$ cat config.mk
export PLATFORM = sky130hd
export DESIGN_NAME = remote_fast_write_arbiter
export DESIGN_NICKNAME = d
export VERILOG_FILES = /design/src/rfw_pkg.sv /design/src/rfw_sync.sv /design/src/rfw_wait_counter.sv /design/src/remote_fast_write_arbiter.sv
export SDC_FILE = /design/constraint.sdc
export NUM_CORES = 1
export LEC_CHECK = 0
export BUFFER_PORTS_ARGS = -buffer_cell sky130_fd_sc_hd__buf_2
export CORE_MARGIN = 3
export CORE_UTILIZATION = 50
export DETAILED_ROUTE_END_ITERATION = 12
export PLACE_DENSITY_LB_ADDON = 0.12
export SYNTH_ARGS = -nofsm -noshare
export SYNTH_HDL_FRONTEND = slang
export SYNTH_SLANG_ARGS = --single-unit
$ cat constraint.sdc
create_clock -name clock -period 1.7 [get_ports clock]
set_input_delay 0.425 -clock clock [delete_from_list [all_inputs] [get_ports clock]]
set_output_delay 0.425 -clock clock [all_outputs]
set_load 0.02 [all_outputs]
$ cat src/rfw_pkg.sv
// constants and state encoding for the remote fast write arbiter
// Contract
// [RULE_01] Machine idles until remote access enable and write strobe are both active.
// [RULE_02] Write during lock-out or local grant waits in second idle state.
// [RULE_03] Idle states grant local bus to timing unit when requested and lock high.
// [RULE_04] Acknowledge goes low as soon as enable and write strobe are active.
// [RULE_05] Without lock-out, arbitration follows next clock when no local request pends.
// [RULE_06] After idle, no local grants; local data access waits until termination.
// [RULE_07] Half T-state into arbitration, address and data buses float.
// [RULE_08] Access entry: own local bus, keep ack low, load both wait counters.
// [RULE_09] Instruction target with high byte flag set pulses instruction write in entry.
// [RULE_10] Command select writes configuration register; mode change applies one T-state later.
// [RULE_11] Memory select 10 or 11 loads program counter low or high byte.
// [RULE_12] Select 00 asserts data write with buses floating for data wait states.
// [RULE_13] Select 01 latches low byte, or writes high plus latched low word.
// [RULE_14] Reset and writing select 01 both clear the high byte flag.
// [RULE_15] Wait input low before last wait state ends extends access while low.
// [RULE_16] After waits with wait high, termination: own bus, float, ack high.
// [RULE_17] Next clock releases ownership, float half T-state, then grant local requests.
// [RULE_18] After instruction write, toggle high byte flag; increment counter after high byte.
// [RULE_19] Cycle ends once data written; idle after enable with write drops.
// [RULE_20] Host holds write strobe while ack low, drops it after ack high.
// [RULE_21] From a local write, wait one T-state after taking ownership before switching.
// [RULE_22] Address settles one T-state before write; ack returns after data waits.
// [RULE_23] Strobe still active after termination holds machine until it drops.
package rfw_pkg;
	localparam int unsigned CLOCK_HZ = 20000000;
	localparam logic [1:0] SEL_DATA = 2'h0;
	localparam logic [1:0] SEL_INSTR = 2'h1;
	localparam logic [1:0] SEL_PC_LO = 2'h2;
	localparam logic [1:0] SEL_PC_HI = 2'h3;
	localparam logic [1:0] SEL_RST = 2'h0;
	localparam logic [7:0] CFG_RST = 8'h00;
	localparam int unsigned CFG_SEL_LSB = 0;
	localparam logic [15:0] PC_RST = 16'h0000;
	localparam logic [2:0] WAIT_ZERO = 3'h0;
	typedef enum logic [3:0] {
		S_IDLE1 = 4'h0,
		S_IDLE2 = 4'h1,
		S_ARB = 4'h3,
		S_ENTRY = 4'h2,
		S_ACCESS = 4'h6,
		S_TERM = 4'h7,
		S_RELEASE = 4'h5,
		S_HOLD = 4'h4
	} rfw_state_e;
	typedef enum logic [2:0] {
		T_CFG = 3'h0,
		T_PC_LO = 3'h1,
		T_PC_HI = 3'h2,
		T_DATA = 3'h3,
		T_ILO = 3'h4,
		T_IHI = 3'h5
	} rfw_target_e;
endpackage

$ cat src/rfw_sync.sv
// two flip-flop synchroniser for pin inputs
`timescale 1ns/100ps
module rfw_sync #(
	parameter int unsigned WIDTH = 1,
	parameter logic [WIDTH-1:0] RST_VAL = '0
) (
	input wire logic clock,
	input wire logic srst,
	input wire logic clk_en,
	input wire logic [WIDTH-1:0] d,
	output logic [WIDTH-1:0] q
);
	logic [WIDTH-1:0] meta_r;

	always_ff @(posedge clock) begin
		if (srst) begin
			meta_r <= RST_VAL;
			q <= RST_VAL;
		end else if (clk_en) begin
			meta_r <= d;
			q <= meta_r;
		end
	end
endmodule

$ cat src/rfw_wait_counter.sv
// loadable down counter for programmed wait states
`timescale 1ns/100ps
module rfw_wait_counter #(
	parameter int unsigned WIDTH = 3
) (
	input wire logic clock,
	input wire logic srst,
	input wire logic clk_en,
	input wire logic load,
	input wire logic [WIDTH-1:0] load_val,
	input wire logic count,
	output logic done
);
	logic [WIDTH-1:0] cnt_r;

	always_ff @(posedge clock) begin
		if (srst) begin
			cnt_r <= '0;
		end else if (clk_en) begin
			if (load) begin
				cnt_r <= load_val;
			end else if (count && cnt_r != '0) begin
				cnt_r <= cnt_r - 1'b1;
			end
		end
	end

	assign done = (cnt_r == '0);
endmodule

$ cat src/remote_fast_write_arbiter.sv
// remote access state machine in fast buffered write mode
`timescale 1ns/100ps
module remote_fast_write_arbiter #(
	parameter int unsigned IW_WIDTH = 2,
	parameter int unsigned DW_WIDTH = 3
) (
	input wire logic clock,
	input wire logic srst,
	input wire logic clk_en,
	input wire logic remote_access_enable,
	input wire logic remote_write_strobe_n,
	input wire logic cmd_select,
	input wire logic wait_n,
	input wire logic [7:0] remote_data,
	input wire logic lock_out_remote,
	input wire logic bus_lock,
	input wire logic local_bus_request,
	input wire logic local_data_access,
	input wire logic [IW_WIDTH-1:0] instr_wait_count,
	input wire logic [DW_WIDTH-1:0] data_wait_count,
	output logic transfer_ack_n,
	output logic local_bus_own_n,
	output logic local_bus_grant,
	output logic cpu_remote_wait,
	output logic bus_float,
	output logic data_mem_write_n,
	output logic instr_mem_write_n,
	output logic [15:0] instr_word,
	output logic [7:0] instr_low_latch,
	output logic [15:0] prog_counter,
	output logic [7:0] remote_interface_config,
	output logic [1:0] memory_select,
	output logic high_instr_byte_flag
);
	import rfw_pkg::*;

	// ----------------------------------------------------------------
	// input synchronisation
	// ----------------------------------------------------------------
	logic rae_s;
	logic wr_n_s;
	logic cmd_s;
	logic wait_n_s;
	logic [7:0] data_s;

	// reset value matches idle pins: enable low, strobe high, command low, wait high
	rfw_sync #(.WIDTH(12), .RST_VAL(12'h005)) u_sync (
		.clock(clock),
		.srst(srst),
		.clk_en(clk_en),
		.d({remote_data, remote_access_enable, remote_write_strobe_n,
			cmd_select, wait_n}),
		.q({data_s, rae_s, wr_n_s, cmd_s, wait_n_s})
	);

	// ----------------------------------------------------------------
	// state and decode
	// ----------------------------------------------------------------
	rfw_state_e state_r;
	rfw_state_e state_nxt;
	rfw_target_e target_r;
	logic remote_wr;
	logic grant_r;
	logic half_r;
	logic wait_done;
	logic wait_load;
	logic [7:0] cfg_pend_r;
	logic cfg_pend_valid_r;

	assign remote_wr = rae_s && !wr_n_s;

	always_comb begin
		state_nxt = state_r;
		unique case (state_r)
			// idle until enable with write
			S_IDLE1: begin
				// [RULE_01] wait for write
				if (remote_wr) begin
					// [RULE_02] locked or locally granted
					if (lock_out_remote || grant_r) begin
						state_nxt = S_IDLE2;
					// [RULE_05] free to arbitrate
					end else if (!local_bus_request) begin
						state_nxt = S_ARB;
					end
				end
			end
			S_IDLE2: begin
				// [RULE_02] stay while blocked
				if (!remote_wr) begin
					state_nxt = S_IDLE1;
				end else if (!lock_out_remote && !grant_r && !local_bus_request) begin
					state_nxt = S_ARB;
				end
			end
			S_ARB: state_nxt = S_ENTRY;
			S_ENTRY: state_nxt = S_ACCESS;
			S_ACCESS: begin
				// [RULE_15] extend while wait low
				if (wait_done && wait_n_s) begin
					state_nxt = S_TERM;
				end
			end
			S_TERM: state_nxt = S_RELEASE;
			S_RELEASE: begin
				// [RULE_23] one strobe, one write
				state_nxt = remote_wr ? S_HOLD : S_IDLE1;
			end
			S_HOLD: begin
				// [RULE_19] back to idle after strobe drops
				if (!remote_wr) begin
					state_nxt = S_IDLE1;
				end
			end
			default: state_nxt = S_IDLE1;
		endcase
	end

	always_ff @(posedge clock) begin
		if (srst) begin
			state_r <= S_IDLE1;
		end else if (clk_en) begin
			state_r <= state_nxt;
		end
	end

	// half T-state marker: float held through the whole release cycle, grant modelled as one cycle lag after release
	always_ff @(posedge clock) begin
		if (srst) begin
			half_r <= 1'b0;
		end else if (clk_en) begin
			half_r <= (state_r == S_RELEASE);
		end
	end

	// target select captured at access entry
	always_ff @(posedge clock) begin
		if (srst) begin
			target_r <= T_CFG;
		end else if (clk_en && state_r == S_ENTRY) begin
			// [RULE_10] command select first
			if (cmd_s) begin
				target_r <= T_CFG;
			end else begin
				unique case (memory_select)
					SEL_PC_LO: target_r <= T_PC_LO;
					// [RULE_11] program counter bytes
					SEL_PC_HI: target_r <= T_PC_HI;
					SEL_DATA: target_r <= T_DATA;
					SEL_INSTR: target_r <= high_instr_byte_flag ? T_IHI : T_ILO;
				endcase
			end
		end
	end

	// ----------------------------------------------------------------
	// wait state counters
	// ----------------------------------------------------------------
	logic iw_done;
	logic dw_done;
	logic [DW_WIDTH-1:0] iw_ext;

	// [RULE_08] load both counters in arbitration, so they hold their values at entry
	assign wait_load = (state_r == S_ARB);
	assign iw_ext = DW_WIDTH'(instr_wait_count);

	rfw_wait_counter #(.WIDTH(DW_WIDTH)) u_iw (
		.clock(clock),
		.srst(srst),
		.clk_en(clk_en),
		.load(wait_load),
		.load_val(iw_ext),
		.count(state_r == S_ACCESS && target_r == T_IHI),
		.done(iw_done)
	);

	rfw_wait_counter #(.WIDTH(DW_WIDTH)) u_dw (
		.clock(clock),
		.srst(srst),
		.clk_en(clk_en),
		.load(wait_load),
		.load_val(data_wait_count),
		.count(state_r == S_ACCESS && target_r == T_DATA),
		.done(dw_done)
	);

	// [RULE_22] data waits gate the ack return
	assign wait_done = (target_r == T_DATA) ? dw_done : ((target_r == T_IHI) ? iw_done : 1'b1);

	// ----------------------------------------------------------------
	// bus arbitration outputs
	// ----------------------------------------------------------------
	logic idle_state;
	assign idle_state = (state_r == S_IDLE1) || (state_r == S_IDLE2);

	// [RULE_03] grant in idle; [RULE_17] grant after release half T-state
	always_ff @(posedge clock) begin
		if (srst) begin
			grant_r <= 1'b0;
		end else if (clk_en) begin
			if (!local_bus_request) begin
				grant_r <= 1'b0;
			// [RULE_06] no grants outside idle and the cycle after release
			end else if ((idle_state || half_r) && bus_lock && state_nxt != S_ARB) begin
				grant_r <= 1'b1;
			end
		end
	end
	assign local_bus_grant = grant_r;

	// [RULE_04] ack low as soon as enable with write, until termination
	assign transfer_ack_n = !((remote_wr && (idle_state || state_r == S_ARB))
		|| state_r == S_ENTRY || state_r == S_ACCESS);

	// [RULE_06] local data access waits until termination
	assign cpu_remote_wait = local_data_access &&
		(state_r == S_ARB || state_r == S_ENTRY || state_r == S_ACCESS);

	// [RULE_08] ownership during access; [RULE_16] kept in termination
	assign local_bus_own_n = !(state_r == S_ENTRY || state_r == S_ACCESS || state_r == S_TERM);

	// [RULE_07] float from arbitration; [RULE_17] until release half
	assign bus_float = (state_r == S_ARB) || !local_bus_own_n || (state_r == S_RELEASE);

	// [RULE_21] entry cycle gives one T-state before the data write
	// [RULE_12] data write with buses floating
	assign data_mem_write_n = !(state_r == S_ACCESS && target_r == T_DATA);

	// [RULE_09] instruction write from entry when high byte expected
	assign instr_mem_write_n = !((state_r == S_ENTRY && !cmd_s && memory_select == SEL_INSTR
		&& high_instr_byte_flag) || (state_r == S_ACCESS && target_r == T_IHI));

	// ----------------------------------------------------------------
	// data paths
	// ----------------------------------------------------------------
	logic access_first;
	always_ff @(posedge clock) begin
		if (srst) begin
			access_first <= 1'b0;
		end else if (clk_en) begin
			access_first <= (state_r == S_ENTRY);
		end
	end

	always_ff @(posedge clock) begin
		if (srst) begin
			instr_low_latch <= 8'h00;
			instr_word <= 16'h0000;
		end else if (clk_en && access_first && state_r == S_ACCESS) begin
			// [RULE_13] low byte latched, high byte writes word
			if (target_r == T_ILO) begin
				instr_low_latch <= data_s;
			end else if (target_r == T_IHI) begin
				instr_word <= {data_s, instr_low_latch};
			end
		end
	end

	// configuration write staged, applied on the clock that ends the release state
	always_ff @(posedge clock) begin
		if (srst) begin
			cfg_pend_r <= CFG_RST;
			cfg_pend_valid_r <= 1'b0;
			remote_interface_config <= CFG_RST;
		end else if (clk_en) begin
			// [RULE_10] delayed mode change
			if (access_first && state_r == S_ACCESS && target_r == T_CFG) begin
				cfg_pend_r <= data_s;
			end
			cfg_pend_valid_r <= (state_r == S_TERM && target_r == T_CFG);
			if (cfg_pend_valid_r) begin
				remote_interface_config <= cfg_pend_r;
			end
		end
	end
	assign memory_select = remote_interface_config[CFG_SEL_LSB +: 2];

	// [RULE_11] program counter loads; [RULE_18] increment after high byte
	always_ff @(posedge clock) begin
		if (srst) begin
			prog_counter <= PC_RST;
		end else if (clk_en) begin
			if (access_first && state_r == S_ACCESS && target_r == T_PC_LO) begin
				prog_counter[7:0] <= data_s;
			end else if (access_first && state_r == S_ACCESS && target_r == T_PC_HI) begin
				prog_counter[15:8] <= data_s;
			end else if (state_r == S_TERM && target_r == T_IHI) begin
				prog_counter <= prog_counter + 16'h0001;
			end
		end
	end

	// [RULE_14] reset and select 01 clear the flag; [RULE_18] toggle after instr write
	always_ff @(posedge clock) begin
		if (srst) begin
			high_instr_byte_flag <= 1'b0;
		end else if (clk_en) begin
			if (cfg_pend_valid_r && cfg_pend_r[CFG_SEL_LSB +: 2] == SEL_INSTR) begin
				high_instr_byte_flag <= 1'b0;
			end else if (state_r == S_TERM && (target_r == T_ILO || target_r == T_IHI)) begin
				high_instr_byte_flag <= !high_instr_byte_flag;
			end
		end
	end

	// ----------------------------------------------------------------
	// checks
	// ----------------------------------------------------------------
	AST_ACK_LOW_IDLE: assert property (@(posedge clock) disable iff (srst) // [RULE_04]
		(idle_state && remote_wr) |-> !transfer_ack_n)
		else $error("ack not low on remote write");
	AST_ARB_TO_ENTRY: assert property (@(posedge clock) disable iff (srst || !clk_en) // [RULE_08]
		(state_r == S_ARB) |=> (state_r == S_ENTRY && !local_bus_own_n && !transfer_ack_n))
		else $error("entry not after arbitration");
	AST_TERM_ACK_HIGH: assert property (@(posedge clock) disable iff (srst) // [RULE_16]
		(state_r == S_TERM) |-> (transfer_ack_n && !local_bus_own_n && bus_float))
		else $error("termination outputs wrong");
	AST_RELEASE_OWN: assert property (@(posedge clock) disable iff (srst || !clk_en) // [RULE_17]
		(state_r == S_TERM) |=> (local_bus_own_n && bus_float))
		else $error("release outputs wrong");
	AST_NO_GRANT_BUSY: assert property (@(posedge clock) disable iff (srst || !clk_en) // [RULE_06]
		(state_r == S_ENTRY || state_r == S_ACCESS) |=> !$rose(local_bus_grant))
		else $error("grant during access");
	AST_LOCKOUT: assert property (@(posedge clock) disable iff (srst || !clk_en) // [RULE_02]
		(idle_state && lock_out_remote) |=> state_r != S_ARB)
		else $error("arbitration during lock-out");
	AST_WAIT_EXTEND: assert property (@(posedge clock) disable iff (srst || !clk_en) // [RULE_15]
		(state_r == S_ACCESS && !wait_n_s) |=> (state_r == S_ACCESS))
		else $error("access ended while wait low");
	AST_DATA_WRITE_FLOAT: assert property (@(posedge clock) disable iff (srst) // [RULE_12]
		!data_mem_write_n |-> (bus_float && !transfer_ack_n))
		else $error("data write without float");
	AST_FLAG_TOGGLE: assert property (@(posedge clock) disable iff (srst || !clk_en) // [RULE_18]
		(state_r == S_TERM && target_r == T_ILO && !cfg_pend_valid_r)
		|=> high_instr_byte_flag != $past(high_instr_byte_flag))
		else $error("flag not toggled");
	AST_HOLD: assert property (@(posedge clock) disable iff (srst || !clk_en) // [RULE_23]
		(state_r == S_RELEASE && remote_wr) |=> (state_r == S_HOLD))
		else $error("no hold on lingering strobe");
	AST_IDLE_STAY: assert property (@(posedge clock) disable iff (srst || !clk_en) // [RULE_01]
		(state_r == S_IDLE1 && !remote_wr) |=> (state_r == S_IDLE1))
		else $error("left idle without a write");
	AST_ARB_FLOAT: assert property (@(posedge clock) disable iff (srst) // [RULE_07]
		(state_r == S_ARB) |-> (bus_float && local_bus_own_n && !transfer_ack_n))
		else $error("arbitration outputs wrong");
	AST_CFG_DELAY: assert property (@(posedge clock) disable iff (srst || !clk_en) // [RULE_10]
		(state_r == S_TERM && target_r == T_CFG) |=> $stable(remote_interface_config))
		else $error("configuration applied too early");
endmodule

==> results.yml <==
outcome:
  status: "finished with violations"
  violations: "negative setup slack"
placement:
  routabilityCongestion: 0.840
  io_buffer_count: 81
  detailedPlacementHpwl_um: 8400
  placed_cell_area_um2: 5230
floorplan:
  die-area_um2: 10100
  initial_utilization_pct: 52.7
  die_h_um: 100
  die_w_um: 100
  num_rows: 33
  ios: 82
  core_region_area_um2: 8420
power_and_ir_drop:
  ir_worst_vdd_mv: 0.497
  leakage_nw: 2.48
  cellPowerDensity_nw_per_um2: 716
worst_setup_path:
  rrSetupSlack_ps: -160
  crit_path_end: "cpu_remote_wait"
  worstReg2RegStart: "state_r[3]$_SDFFE_PP0P_"
  ff2ff_path_depth: 6
  cp-end-kind: "primary output"
  r2r_end: "cfg_pend_r[1]$_SDFFE_PP0P_"
  critPathLaunchType: "flip-flop"
  required_ps: 1270
  critical_path_class: "reg -> out"
  arrival_ps: 1470
  startpoint: "state_r[3]$_SDFFE_PP0P_"
  worst-path-max-fanout: 4
synthesis:
  netlist_top_cells_area: "dfxtp_1 44%, mux2i_1 9.5%, nand2_1 5.9%, a21oi_1 5.4%, nor2_1 5.0%"
  ys_ff_latch: 98
  synth_area_leader_cell: "dfxtp_1"
  synth_edf_count: 0
  syn_area_um2: 4440
  synthSimpleGateAreaFrac_pct: 24.2
  synth_top_area_share_pct: 44.2
  synth-main-ff-cell: "dfxtp_1"
  synth_compound_area_share_pct: 14.9
  synth_mux_area_share_pct: 9.46
  synth_top_family_by_area: "simple AND/OR/NAND/NOR gates"
  synth_cell_type_count: 58
  netlist_instances: 523
  synth_xor_area_share_pct: 0.197
  ys_seq_area_share_pct: 44.2
  synth_async_sr_flop_share_pct: 0
  ys_warn_count: 0
  synth-adder-area-share_pct: 1.97
  synth.avg_cell_area_um2: 8.50
  syn_nets: 554
timing:
  max_freq_mhz: 529
  worst_pin_slew_ps: 427
  fin_crit_sh_pct: 111
  fin_ws_ps: -190
  skew_ps: 9.56
  rsz0062_at_grt: "true"
  setup_violations: 26
  finalHoldViolCount: 0
  period_needed_ps: 1890
  slew_violations: 0
  worst_hold_slack_ps: 292
  max_slew_margin_pct: 71.5
layout:
  final_common_cell: "dfxtp_1"
  areaGrowthSynthToFinish_pct: 33.5
  fin_util_pct: 70.4
  multi_input_area_um2: 2550
  nets: 678
  nFillCells: 662
  final_cell_mix: "89 x dfxtp_1, 75 x buf_2, 70 x nand2_1"
  drive_above_1_share_pct: 35.8
  num_antenna_cells: 0
  design_area_um2: 5930
  seq_area_um2: 1980
grt:
  grt-ovfl-total: 0
  grt_util_all_layers_pct: 23.4
  grt_max_degree: 42
  antenna_found_initial: 0
  grt_pass1_wl_um: 19100
  grt_pass1_vias: 3998
clock_tree:
  numCtsBuffers: 9
  cts_tree: "yes"
  cts_hold_buf: 0
  htree_levels: 3
  clk_latency_ps: 360
  path_clk_slew_ps: 100
  cts_buffer_depth: 2
  cts_root_buf: "clkbuf_8"
  clock_sinks: 98
route:
  drc: 0
  vias: 4290
  first_pass_iters: 5
  wirelength_um: 12500
  drtIter0Drc: 216
  ant_nets: 0
  wire_per_inst_um: 16.6
  avgViaCountPerCell: 5.67
worst_hold_path:
  min_path_type: "in -> reg"
flow_run:
  maxCapViolCount: 0
==> layout make-up <==
cell class                 instances  area share [%]
multi-input combinational        374            42.9
tap                              105            2.22
inverter                          16            1.01
timing repair buffer             148            17.1
sequential                        98            33.4
clock buffer                       9            2.09
clock inverter                     6            1.24
==> routing by layer <==
layer,part of all wire (%),vias up,global-route usage [%]
li1,-,2095,-
met1,46,2042,32.2
met2,48,135,37.9
met3,4.9,18,3.89
met4,1.4,0,6.42
met5,0,-,0
==> cell usage after synthesis, types with 2 or more instances <==
master / instances
buf_2: 5
and2_1: 4
or3_1: 3
and3_1: 7
clkbuf_1: 21
a31oi_1: 3
and4_1: 6
nor3_1: 12
nand2_1: 70
or2_2: 2
nand4_1: 3
nor2_1: 59
a32o_1: 2
ha_1: 7
o211ai_1: 6
nand3_1: 16
dfxtp_1: 98
a31o_2: 4
a211oi_1: 5
o21ai_0: 21
buf_4: 5
nor4_1: 7
a22oi_1: 3
mux2i_1: 42
buf_1: 2
nor2b_1: 5
nand3b_1: 6
nor3b_1: 5
a21oi_1: 48
or4_1: 2
o32ai_1: 3
inv_1: 15
==> logic make-up (layout without fill, tap and decap cells) <==
kind of cell / after synthesis / in the layout
AND/OR/NAND/NOR: 217 / 217
flip-flops: 98 / 98
XOR/XNOR: 1 / 1
AO/OA/AOI/OAI: 107 / 107
multiplexers: 42 / 42
adder cells (fa/ha/maj): 7 / 7
buffers and inverters: 51 / 179
==> power by group <==
group | total, mW | internal (mW) | leakage [nW] | switching (mW)
logic | 0.322 | 0.149 | 1.59 | 0.173
clock network | 1.55 | 0.694 | 0.0942 | 0.858
registers | 2.37 | 2.33 | 0.799 | 0.0421
==> worst max-delay path, cell delays in order (launching register included) <==
cell and delay (ps):
dfxtp_2 340, buf_6 120, and2b_1 230, buf_6 120
and3_4 180, buf_6 110
==> what timing repair did <==
action                                  CTS  global route
cloned                                    0             1
pin swaps                                 8            20
resized for setup                        58            63
endpoints found under the setup margin   43            61
hold endpoints to repair                  0             0
buffers inserted                          8             8
==> worst min path at each step <==
stage	cells after the start	start	endpoint
after floorplan	2	u_sync.q[0]$_SDFFE_PP1P_	u_sync.q[0]$_SDFFE_PP1P_
after global placement	2	instr_word[0]$_SDFFE_PP0P_	instr_word[0]$_SDFFE_PP0P_
after detailed placement	2	instr_word[1]$_SDFFE_PP0P_	instr_word[1]$_SDFFE_PP0P_
after CTS	3	wait_n	u_sync.meta_r[0]$_SDFFE_PP1P_
after global routing	3	wait_n	u_sync.meta_r[0]$_SDFFE_PP1P_
final	3	wait_n	u_sync.meta_r[0]$_SDFFE_PP1P_
==> sequential cells by signal, indices dropped and copies added (netlist names) <==
name                     flops
state_r                      4
cfg_pend_valid_r             1
u_sync.q                    12
cfg_pend_r                   8
access_first                 1
half_r                       1
u_sync.meta_r               12
target_r                     3
prog_counter                16
u_dw.cnt_r                   3
remote_interface_config      8
high_instr_byte_flag         1
u_iw.cnt_r                   3
local_bus_grant              1
instr_word                  16
instr_low_latch              8
==> metrics by stage <==
| stage | setup slack [ps] | power, mW | TNS (ps) | cells |
|---|---|---|---|---|
| 5_1_grt | -245 | 4.39 | -5420 | 756 |
| 2_1_floorplan | -60.7 | 2.57 | -703 | 523 |
| 3_5_place_dp | -199 | 2.69 | -4720 | 726 |
| 3_3_place_gp | -177 | 2.68 | -4090 | 726 |
| 6_report | -190 | 4.24 | -2780 | 756 |
| 4_1_cts | -196 | 4.24 | -3330 | 748 |
Power figures use the tool's default switching activity.
